### config.mk
export PLATFORM = sky130hd
export DESIGN_NAME = spz_serial_port
export DESIGN_NICKNAME = d
export VERILOG_FILES = /design/src/spz_pkg.sv /design/src/spz_fifo.sv /design/src/spz_serial_port.sv
export SDC_FILE = /design/constraint.sdc
export NUM_CORES = 1
export LEC_CHECK = 0
export BUFFER_PORTS_ARGS = -buffer_cell sky130_fd_sc_hd__buf_2
export CORE_MARGIN = 2
export CORE_UTILIZATION = 30
export DETAILED_ROUTE_END_ITERATION = 12
export PLACE_DENSITY = 0.53
export SLEW_MARGIN = 10
export SYNTH_ARGS = -nofsm -noshare
export SYNTH_HDL_FRONTEND = slang
export SYNTH_SLANG_ARGS = --single-unit
### constraint.sdc
create_clock -name mclk -period 5.2 [get_ports mclk]
set_clock_uncertainty 0.15 [all_clocks]
set_input_delay 0.52 -clock mclk [delete_from_list [all_inputs] [get_ports mclk]]
set_output_delay 0.52 -clock mclk [all_outputs]
set_load 0.01 [all_outputs]
### src/spz_pkg.sv
// Constants, states and carriers shared by serial port zero
package spz_pkg;

  // Register addresses in the special-function-register space
  localparam logic [7:0] SPZ_ADDR_CONTROL = 8'h98;
  localparam logic [7:0] SPZ_ADDR_DATA = 8'h99;
  localparam logic [7:0] SPZ_ADDR_NODE = 8'hA9;
  localparam logic [7:0] SPZ_ADDR_MASK = 8'hB9;

  // Reset values
  localparam logic [7:0] SPZ_RESET_BYTE = 8'h00;

  // Field positions in serial_control
  localparam int SPZ_BIT_MODE_HIGH = 7;
  localparam int SPZ_BIT_MODE_LOW = 6;
  localparam int SPZ_BIT_FILTER = 5;
  localparam int SPZ_BIT_RX_ALLOW = 4;
  localparam int SPZ_BIT_TX_NINTH = 3;
  localparam int SPZ_BIT_RX_NINTH = 2;
  localparam int SPZ_BIT_TX_DONE = 1;
  localparam int SPZ_BIT_RX_DONE = 0;

  // Mode codes
  localparam logic [1:0] SPZ_MODE_SYNC = 2'h0;
  localparam logic [1:0] SPZ_MODE_ASYNC10 = 2'h1;
  localparam logic [1:0] SPZ_MODE_FIXED11 = 2'h2;
  localparam logic [1:0] SPZ_MODE_VAR11 = 2'h3;

  // Timing: mode 0 shift clock divisors, mode 2 oversample divisors (64/16, 32/16)
  localparam logic [3:0] SPZ_SYNC_DIV_SLOW = 4'hC;
  localparam logic [3:0] SPZ_SYNC_DIV_FAST = 4'h4;
  localparam logic [1:0] SPZ_FIXED_SUB_SLOW = 2'h3;
  localparam logic [1:0] SPZ_FIXED_SUB_FAST = 2'h1;
  localparam logic [3:0] SPZ_TICK_LAST = 4'hF;
  localparam logic [3:0] SPZ_TICK_MID = 4'h7;
  localparam logic [3:0] SPZ_BITS_SHORT = 4'h8;
  localparam logic [3:0] SPZ_BITS_LONG = 4'h9;
  localparam int SPZ_FIFO_DEPTH = 16;

  typedef enum logic [3:0] {
    SPZ_ST_IDLE = 4'b0001,
    SPZ_ST_START = 4'b0010,
    SPZ_ST_DATA = 4'b0100,
    SPZ_ST_STOP = 4'b1000
  } spz_state_e;

  // Transmit word: data with its ninth bit captured at the buffer write
  typedef struct packed {
    logic ninth;
    logic [7:0] data;
  } spz_tx_word_s;

endpackage : spz_pkg

### src/spz_fifo.sv
// Flip-flop FIFO with valid and ready on both sides
`timescale 1ns/100ps
module spz_fifo #(
  parameter int WIDTH = 9,
  parameter int DEPTH = 16
) (
  input wire logic mclk,
  input wire logic reset_n,
  input wire logic in_valid,
  output logic in_ready,
  input wire logic [WIDTH-1:0] in_data,
  output logic out_valid,
  input wire logic out_ready,
  output logic [WIDTH-1:0] out_data
);
  localparam int AW = $clog2(DEPTH);

  logic [WIDTH-1:0] mem [DEPTH];
  logic [AW-1:0] wr_ptr;
  logic [AW-1:0] rd_ptr;
  logic [AW:0] count;

  wire push = in_valid && in_ready;
  wire pop = out_valid && out_ready;

  assign in_ready = (count != (AW+1)'(DEPTH));
  assign out_valid = (count != '0);
  assign out_data = mem[rd_ptr];

  always_ff @(posedge mclk or negedge reset_n)
  begin
    if (!reset_n)
    begin
      wr_ptr <= '0;
      rd_ptr <= '0;
      count <= '0;
    end
    else
    begin
      if (push)
        wr_ptr <= (wr_ptr == AW'(DEPTH - 1)) ? '0 : wr_ptr + AW'(1);
      if (pop)
        rd_ptr <= (rd_ptr == AW'(DEPTH - 1)) ? '0 : rd_ptr + AW'(1);
      if (push && !pop)
        count <= count + (AW+1)'(1);
      else if (pop && !push)
        count <= count - (AW+1)'(1);
    end
  end

  always_ff @(posedge mclk)
  begin
    if (push)
      mem[wr_ptr] <= in_data;
  end

endmodule : spz_fifo

### src/spz_serial_port.sv
// Serial port zero: control, buffers, address filter and shift engines
`timescale 1ns/100ps
module spz_serial_port #(
  parameter int FIFO_DEPTH = spz_pkg::SPZ_FIFO_DEPTH
) (
  input wire logic mclk,
  input wire logic reset_n,
  input wire logic [7:0] sfr_addr,
  input wire logic sfr_wr,
  input wire logic sfr_rd,
  input wire logic [7:0] sfr_wdata,
  output logic [7:0] sfr_rdata,
  input wire logic frame_error_select,
  input wire logic serial_irq_allow,
  input wire logic global_irq_allow,
  input wire logic fixed_rate_double,
  input wire logic timer1_overflow,
  input wire logic timer2_overflow,
  input wire logic rx_baud_source,
  input wire logic tx_baud_source,
  input wire logic rxd_in,
  output logic rxd_out,
  output logic rxd_oe_n,
  output logic txd,
  output logic tx_buffer_ready,
  output logic serial_irq
);

  ////////////////////////////////////////////////////////////////////////////
  // Helpers

  // Hardware set wins over a software write in the same cycle
  function automatic logic flag_next(input logic cur, input logic set, input logic wr, input logic wval);
    flag_next = set | (wr ? wval : cur);
  endfunction : flag_next

  function automatic logic addr_hit(input logic [7:0] data, input logic [7:0] node, input logic [7:0] mask);
    addr_hit = (((data ^ node) & mask) == 8'h00);
  endfunction : addr_hit

  ////////////////////////////////////////////////////////////////////////////
  // Registers and decode

  logic mode_select_high;
  logic mode_select_low;
  logic multiproc_filter_bit;
  logic rx_allow;
  logic tx_ninth_bit;
  logic rx_ninth_bit;
  logic tx_done_flag;
  logic rx_done_flag;
  logic framing_fault_flag;
  logic [7:0] rx_buffer;
  logic [7:0] own_node_address;
  logic [7:0] node_address_mask;

  wire wr_ctl = sfr_wr && (sfr_addr == spz_pkg::SPZ_ADDR_CONTROL);
  wire wr_data = sfr_wr && (sfr_addr == spz_pkg::SPZ_ADDR_DATA);
  wire wr_node = sfr_wr && (sfr_addr == spz_pkg::SPZ_ADDR_NODE);
  wire wr_mask = sfr_wr && (sfr_addr == spz_pkg::SPZ_ADDR_MASK);
  wire [1:0] mode = {mode_select_high, mode_select_low};
  wire mode_sync = (mode == spz_pkg::SPZ_MODE_SYNC);
  wire mode_async10 = (mode == spz_pkg::SPZ_MODE_ASYNC10);
  wire mode_fixed = (mode == spz_pkg::SPZ_MODE_FIXED11);
  wire [3:0] frame_bits = mode_async10 ? spz_pkg::SPZ_BITS_SHORT : spz_pkg::SPZ_BITS_LONG;

  // Bit 7 shows the fault flag or the mode bit
  wire bit7_view = frame_error_select ? framing_fault_flag : mode_select_high;
  wire [7:0] control_view = {bit7_view, mode_select_low, multiproc_filter_bit, rx_allow,
                             tx_ninth_bit, rx_ninth_bit, tx_done_flag, rx_done_flag};
  wire [7:0] next_rdata = (sfr_addr == spz_pkg::SPZ_ADDR_CONTROL) ? control_view :
                          (sfr_addr == spz_pkg::SPZ_ADDR_DATA) ? rx_buffer :
                          (sfr_addr == spz_pkg::SPZ_ADDR_NODE) ? own_node_address :
                          (sfr_addr == spz_pkg::SPZ_ADDR_MASK) ? node_address_mask :
                          spz_pkg::SPZ_RESET_BYTE;

  ////////////////////////////////////////////////////////////////////////////
  // Transmit FIFO

  spz_pkg::spz_tx_word_s fifo_in;
  spz_pkg::spz_tx_word_s fifo_out;
  logic fifo_in_ready;
  logic fifo_out_valid;
  logic tx_pop;

  assign fifo_in = '{ninth: tx_ninth_bit, data: sfr_wdata};

  spz_fifo #(
    .WIDTH($bits(spz_pkg::spz_tx_word_s)),
    .DEPTH(FIFO_DEPTH)
  ) u_tx_fifo (
    .mclk(mclk),
    .reset_n(reset_n),
    .in_valid(wr_data),
    .in_ready(fifo_in_ready),
    .in_data(fifo_in),
    .out_valid(fifo_out_valid),
    .out_ready(tx_pop),
    .out_data(fifo_out)
  );

  ////////////////////////////////////////////////////////////////////////////
  // Rate generation

  spz_pkg::spz_state_e tx_state;
  spz_pkg::spz_state_e rx_state;
  logic [3:0] sync_cnt;
  logic [1:0] fixed_cnt;

  wire [3:0] sync_div = multiproc_filter_bit ? spz_pkg::SPZ_SYNC_DIV_FAST : spz_pkg::SPZ_SYNC_DIV_SLOW;
  wire [3:0] sync_last = sync_div - 4'h1;
  wire tx_sync_busy = mode_sync && (tx_state == spz_pkg::SPZ_ST_DATA);
  wire rx_sync_busy = mode_sync && (rx_state == spz_pkg::SPZ_ST_DATA);
  wire sync_active = tx_sync_busy || rx_sync_busy;
  wire sync_tick = sync_active && (sync_cnt == sync_last);
  wire sync_phase = (sync_cnt >= {1'b0, sync_div[3:1]});
  wire [3:0] next_sync_cnt = (!sync_active || sync_tick) ? 4'h0 : sync_cnt + 4'h1;

  wire [1:0] fixed_last = fixed_rate_double ? spz_pkg::SPZ_FIXED_SUB_FAST : spz_pkg::SPZ_FIXED_SUB_SLOW;
  wire fixed_tick = (fixed_cnt == fixed_last);
  wire [1:0] next_fixed_cnt = fixed_tick ? 2'h0 : fixed_cnt + 2'h1;

  wire tx_timer_tick = tx_baud_source ? timer2_overflow : timer1_overflow;
  wire rx_timer_tick = rx_baud_source ? timer2_overflow : timer1_overflow;
  wire tx_tick = mode_fixed ? fixed_tick : tx_timer_tick;
  wire rx_tick = mode_fixed ? fixed_tick : rx_timer_tick;

  ////////////////////////////////////////////////////////////////////////////
  // Transmit engine

  spz_pkg::spz_state_e next_tx_state;
  logic [8:0] tx_shift;
  logic [8:0] next_tx_shift;
  logic [3:0] tx_bit;
  logic [3:0] next_tx_bit;
  logic [3:0] tx_sub;
  logic [3:0] next_tx_sub;
  logic tx_done_set;

  always_comb
  begin
    next_tx_state = tx_state;
    next_tx_shift = tx_shift;
    next_tx_bit = tx_bit;
    next_tx_sub = tx_sub;
    tx_done_set = 1'b0;
    tx_pop = 1'b0;
    case (tx_state)
      spz_pkg::SPZ_ST_IDLE:
        // Async frames start on a baud tick so the start bit lasts a full bit
        if (fifo_out_valid && !rx_sync_busy && (mode_sync || tx_tick))
        begin
          tx_pop = 1'b1;
          next_tx_shift = fifo_out;
          next_tx_bit = 4'h0;
          next_tx_sub = 4'h0;
          next_tx_state = mode_sync ? spz_pkg::SPZ_ST_DATA : spz_pkg::SPZ_ST_START;
        end
      spz_pkg::SPZ_ST_START:
        if (tx_tick)
        begin
          next_tx_sub = tx_sub + 4'h1;
          if (tx_sub == spz_pkg::SPZ_TICK_LAST)
            next_tx_state = spz_pkg::SPZ_ST_DATA;
        end
      spz_pkg::SPZ_ST_DATA:
        if (mode_sync)
        begin
          if (sync_tick)
          begin
            next_tx_shift = {1'b1, tx_shift[8:1]};
            next_tx_bit = tx_bit + 4'h1;
            if (tx_bit == spz_pkg::SPZ_BITS_SHORT - 4'h1)
            begin
              tx_done_set = 1'b1;
              next_tx_state = spz_pkg::SPZ_ST_IDLE;
            end
          end
        end
        else if (tx_tick)
        begin
          next_tx_sub = tx_sub + 4'h1;
          if (tx_sub == spz_pkg::SPZ_TICK_LAST)
          begin
            next_tx_shift = {1'b1, tx_shift[8:1]};
            next_tx_bit = tx_bit + 4'h1;
            if (tx_bit == frame_bits - 4'h1)
            begin
              tx_done_set = 1'b1;
              next_tx_state = spz_pkg::SPZ_ST_STOP;
            end
          end
        end
      spz_pkg::SPZ_ST_STOP:
        if (tx_tick)
        begin
          next_tx_sub = tx_sub + 4'h1;
          if (tx_sub == spz_pkg::SPZ_TICK_LAST)
            next_tx_state = spz_pkg::SPZ_ST_IDLE;
        end
      default:
        next_tx_state = spz_pkg::SPZ_ST_IDLE;
    endcase
  end

  wire next_txd = sync_active ? sync_phase :
                  (tx_state == spz_pkg::SPZ_ST_START) ? 1'b0 :
                  (tx_state == spz_pkg::SPZ_ST_DATA) ? tx_shift[0] : 1'b1;
  wire next_rxd_oe_n = !tx_sync_busy;

  ////////////////////////////////////////////////////////////////////////////
  // Receive engine

  spz_pkg::spz_state_e next_rx_state;
  logic [8:0] rx_shift;
  logic [8:0] next_rx_shift;
  logic [3:0] rx_bit;
  logic [3:0] next_rx_bit;
  logic [3:0] rx_sub;
  logic [3:0] next_rx_sub;
  logic rx_load;
  logic fault_set;

  wire [7:0] rx_word = mode_async10 || mode_sync ? rx_shift[8:1] : rx_shift[7:0];
  wire rx_ninth = rx_shift[8];
  wire node_match = addr_hit(rx_word, own_node_address, node_address_mask);
  wire accept_async = !rx_done_flag &&
                      (mode_async10 ? (!multiproc_filter_bit || rxd_in) :
                      (!multiproc_filter_bit || (rx_ninth && node_match)));

  always_comb
  begin
    next_rx_state = rx_state;
    next_rx_shift = rx_shift;
    next_rx_bit = rx_bit;
    next_rx_sub = rx_sub;
    rx_load = 1'b0;
    fault_set = 1'b0;
    case (rx_state)
      spz_pkg::SPZ_ST_IDLE:
        if (mode_sync)
        begin
          if (rx_allow && !rx_done_flag && tx_state == spz_pkg::SPZ_ST_IDLE && !fifo_out_valid)
          begin
            next_rx_bit = 4'h0;
            next_rx_state = spz_pkg::SPZ_ST_DATA;
          end
        end
        else if (rx_allow && rx_tick && !rxd_in)
        begin
          next_rx_sub = 4'h1;
          next_rx_state = spz_pkg::SPZ_ST_START;
        end
      spz_pkg::SPZ_ST_START:
        if (rx_tick)
        begin
          next_rx_sub = rx_sub + 4'h1;
          if (rx_sub == spz_pkg::SPZ_TICK_MID && rxd_in)
            next_rx_state = spz_pkg::SPZ_ST_IDLE;
          else if (rx_sub == spz_pkg::SPZ_TICK_LAST)
          begin
            next_rx_bit = 4'h0;
            next_rx_state = spz_pkg::SPZ_ST_DATA;
          end
        end
      spz_pkg::SPZ_ST_DATA:
        if (mode_sync)
        begin
          if (sync_tick)
          begin
            next_rx_shift = {rxd_in, rx_shift[8:1]};
            next_rx_bit = rx_bit + 4'h1;
            if (rx_bit == spz_pkg::SPZ_BITS_SHORT - 4'h1)
              next_rx_state = spz_pkg::SPZ_ST_STOP;
          end
        end
        else if (rx_tick)
        begin
          next_rx_sub = rx_sub + 4'h1;
          if (rx_sub == spz_pkg::SPZ_TICK_MID)
            next_rx_shift = {rxd_in, rx_shift[8:1]};
          if (rx_sub == spz_pkg::SPZ_TICK_LAST)
          begin
            next_rx_bit = rx_bit + 4'h1;
            if (rx_bit == frame_bits - 4'h1)
              next_rx_state = spz_pkg::SPZ_ST_STOP;
          end
        end
      spz_pkg::SPZ_ST_STOP:
        if (mode_sync)
        begin
          rx_load = 1'b1;
          next_rx_state = spz_pkg::SPZ_ST_IDLE;
        end
        else if (rx_tick)
        begin
          next_rx_sub = rx_sub + 4'h1;
          if (rx_sub == spz_pkg::SPZ_TICK_MID)
          begin
            fault_set = !rxd_in;
            rx_load = accept_async;
            next_rx_state = spz_pkg::SPZ_ST_IDLE;
          end
        end
      default:
        next_rx_state = spz_pkg::SPZ_ST_IDLE;
    endcase
    if (!rx_allow)
      next_rx_state = spz_pkg::SPZ_ST_IDLE;
  end

  // Mode 1 keeps the stop bit, modes 2/3 the ninth bit, mode 0 leaves it
  wire next_rx_ninth_bit = !rx_load ? rx_ninth_bit :
                           mode_sync ? rx_ninth_bit :
                           mode_async10 ? rxd_in : rx_ninth;

  wire next_irq = (tx_done_flag || rx_done_flag) && serial_irq_allow && global_irq_allow;

  ////////////////////////////////////////////////////////////////////////////
  // State registers

  always_ff @(posedge mclk or negedge reset_n)
  begin
    if (!reset_n)
    begin
      tx_state <= spz_pkg::SPZ_ST_IDLE;
      rx_state <= spz_pkg::SPZ_ST_IDLE;
      tx_shift <= '1;
      rx_shift <= '0;
      tx_bit <= 4'h0;
      rx_bit <= 4'h0;
      tx_sub <= 4'h0;
      rx_sub <= 4'h0;
      sync_cnt <= 4'h0;
      fixed_cnt <= 2'h0;
    end
    else
    begin
      tx_state <= next_tx_state;
      rx_state <= next_rx_state;
      tx_shift <= next_tx_shift;
      rx_shift <= next_rx_shift;
      tx_bit <= next_tx_bit;
      rx_bit <= next_rx_bit;
      tx_sub <= next_tx_sub;
      rx_sub <= next_rx_sub;
      sync_cnt <= next_sync_cnt;
      fixed_cnt <= next_fixed_cnt;
    end
  end

  ////////////////////////////////////////////////////////////////////////////
  // Software-visible registers

  always_ff @(posedge mclk or negedge reset_n)
  begin
    if (!reset_n)
    begin
      mode_select_high <= 1'b0;
      mode_select_low <= 1'b0;
      multiproc_filter_bit <= 1'b0;
      rx_allow <= 1'b0;
      tx_ninth_bit <= 1'b0;
      rx_ninth_bit <= 1'b0;
      tx_done_flag <= 1'b0;
      rx_done_flag <= 1'b0;
      framing_fault_flag <= 1'b0;
      rx_buffer <= spz_pkg::SPZ_RESET_BYTE;
      own_node_address <= spz_pkg::SPZ_RESET_BYTE;
      node_address_mask <= spz_pkg::SPZ_RESET_BYTE;
    end
    else
    begin
      if (wr_ctl && !frame_error_select)
        mode_select_high <= sfr_wdata[spz_pkg::SPZ_BIT_MODE_HIGH];
      if (wr_ctl)
      begin
        mode_select_low <= sfr_wdata[spz_pkg::SPZ_BIT_MODE_LOW];
        multiproc_filter_bit <= sfr_wdata[spz_pkg::SPZ_BIT_FILTER];
        rx_allow <= sfr_wdata[spz_pkg::SPZ_BIT_RX_ALLOW];
        tx_ninth_bit <= sfr_wdata[spz_pkg::SPZ_BIT_TX_NINTH];
      end
      rx_ninth_bit <= rx_load ? next_rx_ninth_bit :
                      (wr_ctl ? sfr_wdata[spz_pkg::SPZ_BIT_RX_NINTH] : rx_ninth_bit);
      tx_done_flag <= flag_next(tx_done_flag, tx_done_set, wr_ctl, sfr_wdata[spz_pkg::SPZ_BIT_TX_DONE]);
      rx_done_flag <= flag_next(rx_done_flag, rx_load, wr_ctl, sfr_wdata[spz_pkg::SPZ_BIT_RX_DONE]);
      framing_fault_flag <= flag_next(framing_fault_flag, fault_set, wr_ctl && frame_error_select,
                                      sfr_wdata[spz_pkg::SPZ_BIT_MODE_HIGH]);
      if (rx_load)
        rx_buffer <= rx_word;
      if (wr_node)
        own_node_address <= sfr_wdata;
      if (wr_mask)
        node_address_mask <= sfr_wdata;
    end
  end

  ////////////////////////////////////////////////////////////////////////////
  // Output registers

  always_ff @(posedge mclk or negedge reset_n)
  begin
    if (!reset_n)
    begin
      sfr_rdata <= spz_pkg::SPZ_RESET_BYTE;
      txd <= 1'b1;
      rxd_out <= 1'b1;
      rxd_oe_n <= 1'b1;
      tx_buffer_ready <= 1'b0;
      serial_irq <= 1'b0;
    end
    else
    begin
      if (sfr_rd)
        sfr_rdata <= next_rdata;
      txd <= next_txd;
      rxd_out <= tx_shift[0];
      rxd_oe_n <= next_rxd_oe_n;
      tx_buffer_ready <= fifo_in_ready;
      serial_irq <= next_irq;
    end
  end

endmodule : spz_serial_port

Word-level counts from Yosys, hierarchy flattened --
Memory sizes are Yosys's and may differ from the RTL's. Cells that the tools add are included.
Word-level totals: flip-flop bits (word level) 107, bits in writable memories 144, input port bits 29, output and inout bits 13, logic and storage cells 287, memories kept 1
Memory list:
- u_tx_fifo.mem | depth 16, bits a word 9, read ports 1, clocked after Yosys merged registers in 0, wr ports 1, RTL line spz_fifo.sv:18 | logic [WIDTH-1:0] mem [DEPTH];
Cells by class: add/sub/neg operators 12, magnitude comparators 1, equality and inequality tests 61, muxes and demuxes 113, bitwise gates (word level) 5, reductions and logical operators 63
Operator list (count):
- 4-bit 2-to-1 mux | 51
- 9-bit 2-to-1 mux | 9
- 8-bit 2-to-1 mux | 5
- 1-bit 2-to-1 mux | 36
- 4-bit case mux with 3 select lines | 3
- 8-bit equality test (second input constant) | 4
- 4-bit case mux with 4 select lines | 2
- 2-bit != test (second input constant) | 15
- 4-bit by 1-bit adder with 4-bit output (second input constant) | 7
- 4-bit != test (second input constant) | 7
- 1-bit logical AND | 25
- 4-bit equality test (second input constant) | 6
- 3-bit != test (second input constant) | 8
- 4-bit by 3-bit equality test with 1-bit output (second input constant) | 5
- 9-bit case mux with 2 select lines | 1
- 4-bit equality test | 3
- 4-bit by 3-bit != test with 1-bit output (second input constant) | 3
- 11-bit AND reduction | 1
- 1-bit zero test | 10
- 5-bit 2-to-1 mux | 2
- 10-bit AND reduction | 1
- 2-bit nonzero test | 5
- 9-bit AND reduction | 1
- 3-bit nonzero test | 3
- 28 further kinds | 42

Depth between registers and ports, before layout --
Gate-level depths: netlist of the first run.
depth after elaboration 16, mapped depth 14

Modules after synthesis --
From an unflattened synthesis of the first run, not the netlist that was laid out.
Unflattened totals: cells, all modules 835, area, all modules 11539.8 µm²
By module, submodules not included:
- spz_fifo | times used 1, cells an instance 338, area an instance 6417.4 µm², seq. area each 4649.5 µm²
- spz_serial_port | times used 1, cells an instance 497, area an instance 5122.4 µm², seq. area each 2369.8 µm²

Worst setup path before layout of the first run --
OpenSTA, ideal clock, no wires.
path kind input-to-reg, start in sfr_addr[6], end reg u_tx_fifo.count[4], arrival time 3.131 ns, data required time 4.927 ns, setup slack 1.797 ns, stages on the path 13, path through nor4bb_1 > nor4bb_1 > clkbuf_1 > and4_1 > buf_2 > ha_1 > inv_1 > ha_1 > a21o_1 > a21oi_1 > xnor2_1 > nor2_1 > xnor2_1
Between the ends: cells in the longest elaborated chain, start to end 6, elaborated cells between the ends (all ways) 8, classes of those cells 1 x eq/ne; 1 x mux; 6 x reduce/logical
Ends and longest elaborated chain:
- from (decl) | RTL line spz_serial_port.sv:8 | input wire logic [7:0] sfr_addr,
- 8-bit equality test * | RTL line spz_serial_port.sv:58 | wire wr_data = sfr_wr && (sfr_addr == spz_pkg::SPZ_ADDR_DATA);
- 1-bit logical AND * | RTL line spz_serial_port.sv:58
- 1-bit logical AND * | RTL line spz_fifo.sv:23 | wire push = in_valid && in_ready;
- net u_tx_fifo.push | RTL line spz_fifo.sv:23
- 1-bit zero test | RTL line spz_fifo.sv:46 | else if (pop && !push)
- 1-bit logical AND | RTL line spz_fifo.sv:46
- 2-bit nonzero test (no line)
- to (signal assigned) | RTL line spz_fifo.sv:45 | count <= count + (AW+1)'(1);
- to (signal assigned) | RTL line spz_fifo.sv:47 | count <= count - (AW+1)'(1);
- to (decl) | RTL line spz_fifo.sv:21 | logic [AW:0] count;
Mark *: on every way through the listed nets, which the timed path passes. The rest lies on a longest branch. A chain may end at the register's enable or synchronous reset.

Worst setup path after layout of the first run --
start reg rx_state[2], end reg u_tx_fifo.count[4]
Between the ends: cells in the longest elaborated chain, start to end 11, elaborated cells between the ends (all ways) 13, classes of those cells 1 x eq/ne; 3 x mux; 9 x reduce/logical
Ends and longest elaborated chain:
- from (decl) | RTL line spz_serial_port.sv:106 | spz_pkg::spz_state_e rx_state;
- from (signal assigned) | RTL line spz_serial_port.sv:327 | rx_state <= spz_pkg::SPZ_ST_IDLE;
- from (signal assigned) | RTL line spz_serial_port.sv:340 | rx_state <= next_rx_state;
- 4-bit by 3-bit equality test with 1-bit output * | RTL line spz_serial_port.sv:113 | wire rx_sync_busy = mode_sync && (rx_state == spz_pkg::SPZ_ST_DATA);
- 1-bit logical AND * | RTL line spz_serial_port.sv:113
- 1-bit zero test * | RTL line spz_serial_port.sv:151 | if (fifo_out_valid && !rx_sync_busy && (mode_sync || tx_tick))
- 1-bit logical AND * (2 in series) | RTL line spz_serial_port.sv:151
- 1-bit 2-to-1 mux * | RTL line spz_serial_port.sv:151
- 1-bit 2-to-1 mux * | RTL line spz_serial_port.sv:148 | case (tx_state)
- 1-bit logical AND * | RTL line spz_fifo.sv:24 | wire pop = out_valid && out_ready;
- 1-bit zero test | RTL line spz_fifo.sv:44 | if (push && !pop)
- 1-bit logical AND | RTL line spz_fifo.sv:44
- 5-bit 2-to-1 mux or 2-bit nonzero test (tied branches)
Every way passes the cells marked *; elsewhere a longest branch is shown, timed or not.

==> metrics.md, run 1 <==
| Metric | Value |
|---|---|
| Status | `complete, but fails checks` |
| Violated checks | `negative hold slack` |
| ANT nets after route | `0` |
| Routed wire length per instance | `18.77 um` |
| Met2 WL | `12380 um` |
| Synth area leaders | `edfxtp_1, dfrtp_1, mux4_2, mux2_2, dfstp_2` |
| Placed cell count | `1354` |
| #FFs+latches synth | `251` |
| Nets | `917` |
| Y dimension of the die | `199.4 um` |
| Final hold viol count | `17` |
| Synth async-reset ratio | `42.63%` |
| Mean Syn Cell Area | `13.79 um^2` |
| RD Place Congestion | `0.7830` |
| Clock slew at reported path FFs | `60 ps` |
| Hold crit path type | `primary input to async pin` |
| WP data required | `5480 ps` |
| Setup Viol. Count Final | `0` |
| Fmax | `0.2673 GHz` |
| First-pass GRT wire length | `41460 um` |
| EDFF count, synth | `144` |
| Count leader, synth | `edfxtp_1` |
| Routed via count | `6839` |
| Maxcap violations | `0` |
| R2R depth | `12` |
| Slew headroom | `35.62%` |
| Vias in the first global route | `6950` |
| CTS Buffer Depth | `3` |
| Area share of the largest cell type after synthesis | `37.77%` |
| CP Launch Type | `flip-flop` |
| Core area | `0.03767 mm^2` |
| Fillers | `3691` |
| Ports | `42` |
| Layout area overhead | `13.75%` |
| Pre-antenna DRT Iters | `5` |
| Metal3 WL | `942 um` |
| Post-CTS Hold Buffers | `0` |
| Mapped cell area | `0.01145 mm^2` |
| Metal1 wirelength | `12580 um` |
| Post-synthesis cell count | `830` |
| Fin crit period | `3741 ps` |
| Predominant post-synthesis flop cell | `edfxtp_1` |
| Hold Slack | `-43.80 ps` |
| H-tree Lvls | `1` |
| Actual slew at the worst max-slew pin | `965.7 ps` |
| # Post-CTS Setup Buffers | `0` |
| Initial antenna violation count | `0` |
| DR DRC count | `0` |
| Distinct cells, synth | `75` |
| Crit path launch | `rx_state[2]` |
| GRT Util Overall | `13.68%` |
| Chip Width | `199.4 um` |
| Layout cells sized above 1 | `22.67%` |
| Max Used Layer | `met4` |
| TritonCTS Buffers | `26` |
| Critical path arrival | `4020 ps` |
| Top post-synthesis cells by count | `edfxtp_1, dfrtp_1, nand2_1` |
| Synthesized Nets | `876` |
| Yosys warnings | `0` |
| Clk_lat worst skew | `550 ps` |
| Post-Layout Cell Count | `1402` |
| IO Port Bufs | `41` |
| Sequential cell area fraction in the yosys report | `61.31%` |
| RSZ-0062 raised after global routing | `false` |
| Final WL | `26320 um` |
| TritonCTS clock tree | `done` |
| Remaining global-route overflow | `0` |
| WS Path Type | `flip-flop to flip-flop` |
| Die ar. | `0.03974 mm^2` |
| CTS Sinks | `251` |
| Peak VDD IR | `0.1956 mV` |
| Final HPWL DP | `17400 um` |
| Initial DRC Count | `407` |
| Largest net degree at the start of global routing | `73` |
| Initial Utilization | `30.39%` |
| DR vias/cell | `4.878` |
| Total Neg Setup Slack | `0 ps` |
| Root Driver | `clkbuf_16` |
| N_diodes | `0` |
| Final Slew Violations | `0` |
| Worst r2r src | `rx_state[2]` |
| Fin crit share | `71.95%` |
| P_leak | `4.838 nW` |
| Crit-path max FO | `14` |
| FP Rows | `71` |
| P per Cell Area | `454.8 mW/mm^2` |
| Synth area leader | `edfxtp_1` |
| Worst setup EP type | `flip-flop` |
| # resized after CTS | `0` |
## cell families after synthesis
logic type | Yosys count | synth area share [%]
simple gates | 212 | 9.399
buf+inv | 69 | 2.546
fa+ha+maj | 17 | 1.923
mux | 108 | 13.96
xor+xnor | 20 | 1.530
compound gates | 153 | 9.334
flops | 251 | 61.31
## state kept, by name (all words and copies together), names as in the netlist, 2 cells and up
register / cells
tx_bit: 4
tx_sub: 4
sync_cnt: 4
u_tx_fifo.rd_ptr: 4
rx_sub: 4
rx_bit: 4
rx_state: 4
u_tx_fifo.mem: 144
u_tx_fifo.wr_ptr: 4
node_address_mask: 8
tx_shift: 9
tx_state: 4
rx_buffer: 8
fixed_cnt: 2
own_node_address: 8
sfr_rdata: 8
u_tx_fifo.count: 5
rx_shift: 9
## worst max-delay path: stages (launching register included)
cell and delay, ps:
dfrtp_1 610, nor4b_2 770, nand2_1 230, and4b_1 370, inv_2 140, ha_1 240, inv_1 110, ha_1 350
a21o_1 170, a21oi_1 170, xnor2_1 130, nor2_1 60, xnor2_1 130
## metrics by stage
step	power, mW	utilization (%)	instance area [um^2]	worst slack (ps)
floorplan	3.737	-	11450	1797
finish	5.923	34.57	13020	1459
detailed placement	4.168	32.39	12200	1326
CTS	6.004	34.57	13020	1436
global route	6.265	34.57	13020	1161
global placement	4.157	32.39	12200	1476
## layout by cell type (no fill, tap or decap), types with 14 or more instances in the layout
master,n
nand2b_1,14
dfrtp_1,92
clkbuf_16,26
ha_1,16
mux2i_1,28
dfstp_2,14
mux4_2,37
xnor2_1,14
buf_2,40
mux2_2,43
inv_1,28
nor2_1,55
o21ai_0,35
edfxtp_1,144
nand2_1,64
a21oi_1,18
## worst paths after layout
kind                                            to  slack [ps]
worst min register to register             rxd_out         240
worst min-delay path                  fixed_cnt[1]         -40
max in group asynchronous              tx_shift[7]        3890
min in group mclk                       serial_irq          60
worst max register to register  u_tx_fifo.count[4]        1460
worst max-delay path            u_tx_fifo.count[4]        1460
## metal layers
layer,up-vias,GRT usage [%]
met4,0,3.621
met2,117,22.30
met1,3464,19.15
met5,-,0
met3,23,1.975
li1,3235,-
## cell type report
type / instances / area [um^2] / share of cell area [%]
flip-flops and latches: 251 / 7020 / 53.91
clock buffers: 32 / 683.2 / 5.246
inverters: 30 / 112.6 / 0.8647
clock inverters: 16 / 138.9 / 1.066
multi-input cells: 510 / 4138 / 31.77
well taps: 511 / 639.4 / 4.910
repair buffers: 52 / 290.3 / 2.229
## where the power goes
group | internal (mW) | total [mW] | leakage [nW] | switching, mW
logic | 0.705 | 1.58 | 1.75 | 0.870
clock network | 1.03 | 1.81 | 0.415 | 0.781
registers | 2.32 | 2.53 | 2.67 | 0.209
No activity file was read; power rests on OpenSTA's default activity.
==> run 2: changes to the inputs <==
clock period = 3.7 ns   (was 5.2 ns; I/O delays follow)
==> run 2 against run 1 <==
  * The flow now finishes without violations
  * Worst setup slack lost 950 ps
  * Register-to-register slack got worse by 950 ps
  * Global-route usage is 0.18 points higher
  * Critical path depth is 1 lower
  * Core utilization is 0.72 points higher
  * Final area up 2.1%
  * Die area is the same
  * Hold slack better by 79 ps
  * Flip-flop and latch count is the same
  * Maximum frequency increased by 17%
  * Sequential share of layout area fell by 1.1 points
  * Count of clock-buffer cells in the layout did not move
  * Largest power group unchanged
==> metrics.md, run 2 (synthesis results as in run 1) <==
| Metric | Value |
|---|---|
| Fmax | `0.3129 GHz` |
| Net Sw Frac | `30.74%` |
| Final total power | `8.420 mW` |
| CTS Sinks | `251` |
| Final Slew Violations | `0` |
| R2R depth | `11` |
| Maxcap violations | `0` |
| # resized after CTS | `0` |
| Ports | `42` |
| Initial DRC Count | `494` |
| Pre-antenna DRT Iters | `5` |
| TritonCTS Buffers | `26` |
| Fin crit share | `86.36%` |
| P_leak | `5.007 nW` |
| Final HPWL DP | `17470 um` |
| Top Registers | `u_tx_fifo.mem x144, rx_shift x9, tx_shift x9` |
| Commonest non-fill, non-tap cell in the layout | `edfxtp_1` |
| Hold crit path type | `primary input to flip-flop` |
| FP Rows | `71` |
| Clock slew at reported path FFs | `60 ps` |
| WS Path Type | `flip-flop to flip-flop` |
| Most frequent cells in the layout | `edfxtp_1, dfrtp_1, nand2_1, nor2_1, mux2_2` |
| Layout cells sized above 1 | `24.51%` |
| Top reg by flops | `u_tx_fifo.mem` |
| RD Place Congestion | `0.7923` |
| Actual slew at the worst max-slew pin | `829.6 ps` |
| Worst setup EP type | `flip-flop` |
| Hold_sp | `rxd_in` |
| Combinational Power Share | `26.2%` |
| First-pass GRT wire length | `42240 um` |
| DR DRC count | `0` |
| ANT nets after route | `0` |
| Worst setup margin | `504.6 ps` |
| RSZ-0062 raised after global routing | `false` |
| # Post-CTS Setup Buffers | `0` |
| Root Driver | `clkbuf_16` |
| Routed wire length per instance | `18.60 um` |
| H-tree Lvls | `1` |
| Chip Width | `199.4 um` |
| Critical path arrival | `3470 ps` |
| Int Power | `5.832 mW` |
| Die ar. | `0.03974 mm^2` |
| DR vias/cell | `4.895` |
| P per Cell Area | `633.3 mW/mm^2` |
| Initial antenna violation count | `0` |
| Layout area overhead | `16.13%` |
| DP Worst Slack | `295.3 ps` |
| WP data required | `3970 ps` |
| Worst r2r src | `tx_state[1]` |
| N_diodes | `0` |
| Final WL | `26650 um` |
| Slew headroom | `44.69%` |
| Largest net degree at the start of global routing | `57` |
| IO Port Bufs | `41` |
| TritonCTS clock tree | `done` |
| Vias in the first global route | `7141` |
| Reg2reg setup slack | `500 ps` |
| Total Neg Setup Slack | `0 ps` |
| Final hold viol count | `0` |
| Setup crit end | `u_tx_fifo.count[4]` |
| Max reg flops | `144` |
| Routed via count | `7015` |
| Initial Utilization | `30.39%` |
| GRT Util Overall | `13.86%` |
| CTS Buffer Depth | `3` |
| Y dimension of the die | `199.4 um` |
| Crit-path max FO | `10` |
| Fin crit period | `3195 ps` |
| Clock Power Share | `31.1%` |
| Clk_lat worst skew | `540 ps` |
| Sw Pwr | `2.588 mW` |
| Crit path launch | `tx_state[1]` |
| Core area | `0.03767 mm^2` |
| Worst R2R End | `u_tx_fifo.count[4]` |
| Setup Viol. Count Final | `0` |
| Nets | `948` |
| CP Launch Type | `flip-flop` |
| Remaining global-route overflow | `0` |
| Peak VDD IR | `0.2861 mV` |
| Sequential Power Share | `42.7%` |
| Status | `finished, final reports clean` |
==> run 2: changes by cell type in the layout (fill, tap and decap cells not counted), sizes merged <==
cell	change
buf	+28
dlygate4sd3	+3
bufinv	+1
clkinv	-1
==> run 2: cell type report <==
cell class	instances	area, um^2
Fill cell	3710	24370
Sequential cell	251	7020
Multi-Input combinational cell	510	4138
Clock buffer	32	694.4
Tap cell	511	639.4
Timing Repair Buffer	83	543.0
Clock inverter	16	147.6
Inverter	30	112.6
==> run 2: worst min-delay path by stage <==
stage / endpoint / slack (ps) / cells past startpoint
floorplan: fixed_cnt[0] / -80 / 0
global placement: rxd_out / 240 / 0
detailed placement: rxd_out / 240 / 0
CTS: rx_shift[8] / 10 / 2
global route: rx_shift[8] / 20 / 2
finish: rx_shift[8] / 40 / 2
==> run 2: power groups by stage <==
stage	clock (mW)	sequential [mW]	combinational, mW
after floorplan	0	3.45	1.80
after global placement	0	3.65	2.21
after detailed placement	0	3.66	2.24
after CTS	2.69	3.60	2.25
after global routing	2.81	3.65	2.45
final	2.62	3.59	2.20
==> run 2: per-layer routing <==
layer	part of all wire (%)	up-vias	track usage [%]
met5	0	-	0
met3	3.5	44	1.738
met2	47	120	22.14
li1	-	3310	-
met1	47	3541	19.53
met4	2.5	0	4.691
==> run 2: through the flow <==
step	cell area, um^2	hold slack [ps]	utilization [%]	std cells
after floorplan	11450	-75.59	-	830
after global placement	12420	243.5	32.98	1382
after detailed placement	12420	242.3	32.98	1382
after CTS	13300	13.28	35.30	1433
after global routing	13300	24.60	35.30	1433
final	13300	35.21	35.30	1433
==> run 2: what timing repair did <==
item                                    in CTS  in global routing
hold endpoints to repair                    42                  0
endpoints found under the setup margin       0                  0
hold buffers                                 3                  0
==> run 2: worst max-delay path, stage by stage (launching register included) <==
cell     delay, ps
dfrtp_1        470
or4b_4         670
and4b_1        350
inv_2           90
ha_1           260
inv_1          130
ha_1           280
a21o_1         170
a21oi_1        170
xnor2_1        140
nor2_1          70
xnor2_1        120
==> run 3: changes to the inputs <==
CORE_UTILIZATION = 55   (was 30)
PLACE_DENSITY = 0.8   (was 0.53)
SYNTH_HIERARCHICAL = 1   (was not set)
==> run 3 against run 2 <==
  * Count of clock-buffer cells in the layout down 3
  * Wire length down 6.0%
  * Largest cell class unchanged
  * Clock power up 6%
  * Non-clock buffer count down 7
==> metrics.md, run 3 <==
| Metric | Value |
|---|---|
| Initial DRC Count | `669` |
| Core area | `0.02043 mm^2` |
| Cell repeated most along the worst path | `inv_1` |
| Fmax | `0.3053 GHz` |
| Cell Area, Placed | `0.01212 mm^2` |
| Synth async-reset ratio | `42.63%` |
| DP Worst Slack | `358.1 ps` |
| DR vias/cell | `6.150` |
| First-pass GRT wire length | `39620 um` |
| Crit-path max FO | `9` |
| TritonCTS Buffers | `26` |
| Remaining global-route overflow | `0` |
| N_diodes | `0` |
| CTS Sinks | `251` |
| Fillers | `1475` |
| Synth area leader | `edfxtp_1` |
| TritonCTS clock tree | `done` |
| ANT nets after route | `0` |
| P_leak | `5.029 nW` |
| Worst setup EP type | `flip-flop` |
| WS Path Type | `flip-flop to flip-flop` |
| Routed wire length per instance | `21.06 um` |
| #FFs+latches synth | `251` |
| CP max-delay cell | `fa_1` |
| Pre-antenna DRT Iters | `5` |
| P per Cell Area | `618.7 mW/mm^2` |
| Top post-synthesis cells by count | `edfxtp_1, dfrtp_1, nor2_1` |
| CP Launch Type | `flip-flop` |
| RSZ-0062 raised after global routing | `false` |
| Setup Viol. Count Final | `0` |
| Maxcap violations | `0` |
| Most frequent cells in the layout | `edfxtp_1, dfrtp_1, nor2_1, mux2i_1, nand2_1` |
| DR DRC count | `0` |
| Max reg flops | `144` |
| Cell chain of the critical path | `nor2_1 > nand2_1 > o2111ai_1 > inv_1 > o21ai_4 > ha_1 > inv_1 > fa_1 > a21o_1 > a21oi_1 > mux2i_1 > xnor2_1` |
| Worst setup margin | `424.3 ps` |
| Peak VDD IR | `0.4728 mV` |
| Clk_lat worst skew | `550 ps` |
| FP Rows | `52` |
| Final Util | `64.16%` |
| Layout area overhead | `13.59%` |
| Multi-input logic area | `0.004200 mm^2` |
| Final WL | `25060 um` |
| Synthesized Nets | `881` |
| RD Place Congestion | `0.8627` |
| Buffers and inverters on the worst path | `2` |
| Commonest non-fill, non-tap cell in the layout | `edfxtp_1` |
| Area share of the largest cell type after synthesis | `37.47%` |
| Post-route cell area | `0.01311 mm^2` |
| Routed via count | `7318` |
| Final Slew Violations | `0` |
| Final hold viol count | `0` |
| R2R depth | `12` |
| # Post-CTS Setup Buffers | `0` |
| Initial Utilization | `56.49%` |
| Initial antenna violation count | `0` |
| H-tree Lvls | `1` |
| Y dimension of the die | `148.9 um` |
| Status | `finished, final reports clean` |
| Sequential cell area fraction in the yosys report | `60.83%` |
| CP Depth | `12` |
| Fin crit share | `88.53%` |
| Area occupied by registers | `0.007022 mm^2` |
| IO Port Bufs | `41` |
| Post-synthesis cell count | `835` |
| Yosys warnings | `6` |
| CTS Buffer Depth | `3` |
| Layout cells sized above 1 | `23.48%` |
| Actual slew at the worst max-slew pin | `946.9 ps` |
| Largest net degree at the start of global routing | `66` |
| Slew headroom | `36.88%` |
| Crit-path leading delay family | `adder cells` |
| Predominant post-synthesis flop cell | `edfxtp_1` |
| GRT Util Overall | `23.14%` |
| Placed cell count | `1138` |
| Count leader, synth | `edfxtp_1` |
| Clock slew at reported path FFs | `60 ps` |
| Total Neg Setup Slack | `0 ps` |
| Hold crit path type | `primary input to flip-flop` |
| Distinct cells, synth | `79` |
| Die ar. | `0.02216 mm^2` |
| Top reg by flops | `u_tx_fifo/mem` |
| Vias in the first global route | `7336` |
| Top Registers | `u_tx_fifo/mem x144, rx_shift x9, tx_shift x9` |
| Reg2reg setup slack | `420 ps` |
| Mapped cell area | `0.01154 mm^2` |
| Final HPWL DP | `16460 um` |
| CP max stage delay | `480 ps` |
| Mean Syn Cell Area | `13.82 um^2` |
| Fin crit period | `3276 ps` |
| Worst Hold Depth | `3` |
| Chip Width | `148.9 um` |
| WP data required | `4020 ps` |
| Root Driver | `clkbuf_16` |
| Synth area leaders | `edfxtp_1, dfrtp_1, mux2i_1, mux4_2, mux2_2` |
| Post-Layout Cell Count | `1190` |
| EDFF count, synth | `144` |
| Critical path arrival | `3600 ps` |
| Ports | `42` |
| Nets | `946` |
run 3: stage by stage:
step / hold slack (ps) / total power [mW]
2_1_floorplan: -75.59 / 4.835
3_3_place_gp: 218.5 / 5.277
3_5_place_dp: 218.5 / 5.330
4_1_cts: 37.21 / 8.151
5_1_grt: 92.95 / 8.446
6_report: 57.00 / 8.109
run 3: cells by family (layout without fill, tap and decap cells):
kind of cell	count (synthesis)	in the layout	share of synthesized area, %
XOR/XNOR	23	23	1.746
buffers and inverters	67	152	2.776
adder cells (fa/ha/maj)	17	17	1.908
multiplexers	116	116	13.63
AO/OA/AOI/OAI	160	160	10.04
AND/OR/NAND/NOR	201	201	9.075
flip-flops	251	251	60.83
run 3: where the power goes:
part / total, mW / switching (mW) / internal [mW]
combinational: 1.86 / 1.02 / 0.839
clock: 2.79 / 1.13 / 1.66
sequential: 3.46 / 0.271 / 3.19
total: 8.11 / 2.43 / 5.68
run 3: routing by layer:
layer  vias up  track usage, %  routed length (um)
met5         -               0                   0
met3        52           4.006                1774
li1       3333               -                   -
met1      3663           31.95               10510
met2       270           38.10               12120
met4         0           7.000                 655
run 3: timing repair:
action                                 CTS  global route
resized for setup                        0             0
endpoints found under the hold margin   53             0
hold buffers                             4             0
run 3: cell type report:
type                    instances  area share (%)
well taps                     270           2.577
flip-flops and latches        251           53.57
multi-input cells             517           32.04
clock buffers                  29           5.279
repair buffers                 76           3.761
inverters                      28          0.8018
clock inverters                19           1.966
run 3: worst min-delay path, delay by kind of cell:
| family | cells | cell delay [ps] |
|---|---|---|
| muxes | 1 | 140 |
| buffers and inverters | 1 | 110 |
| and+or+nand+nor | 1 | 90 |
run 3: path summary, 6_finish.rpt:
check	startpoint	to
min in group asynchronous	reset_n	u_tx_fifo/count[3]
max in group asynchronous	reset_n	sfr_rdata[6]
setup reg to reg	mode_select_low	u_tx_fifo/count[4]
hold / removal	fixed_rate_double	fixed_cnt[1]
setup / recovery	mode_select_low	u_tx_fifo/count[4]
hold reg to reg	tx_shift[0]	rxd_out
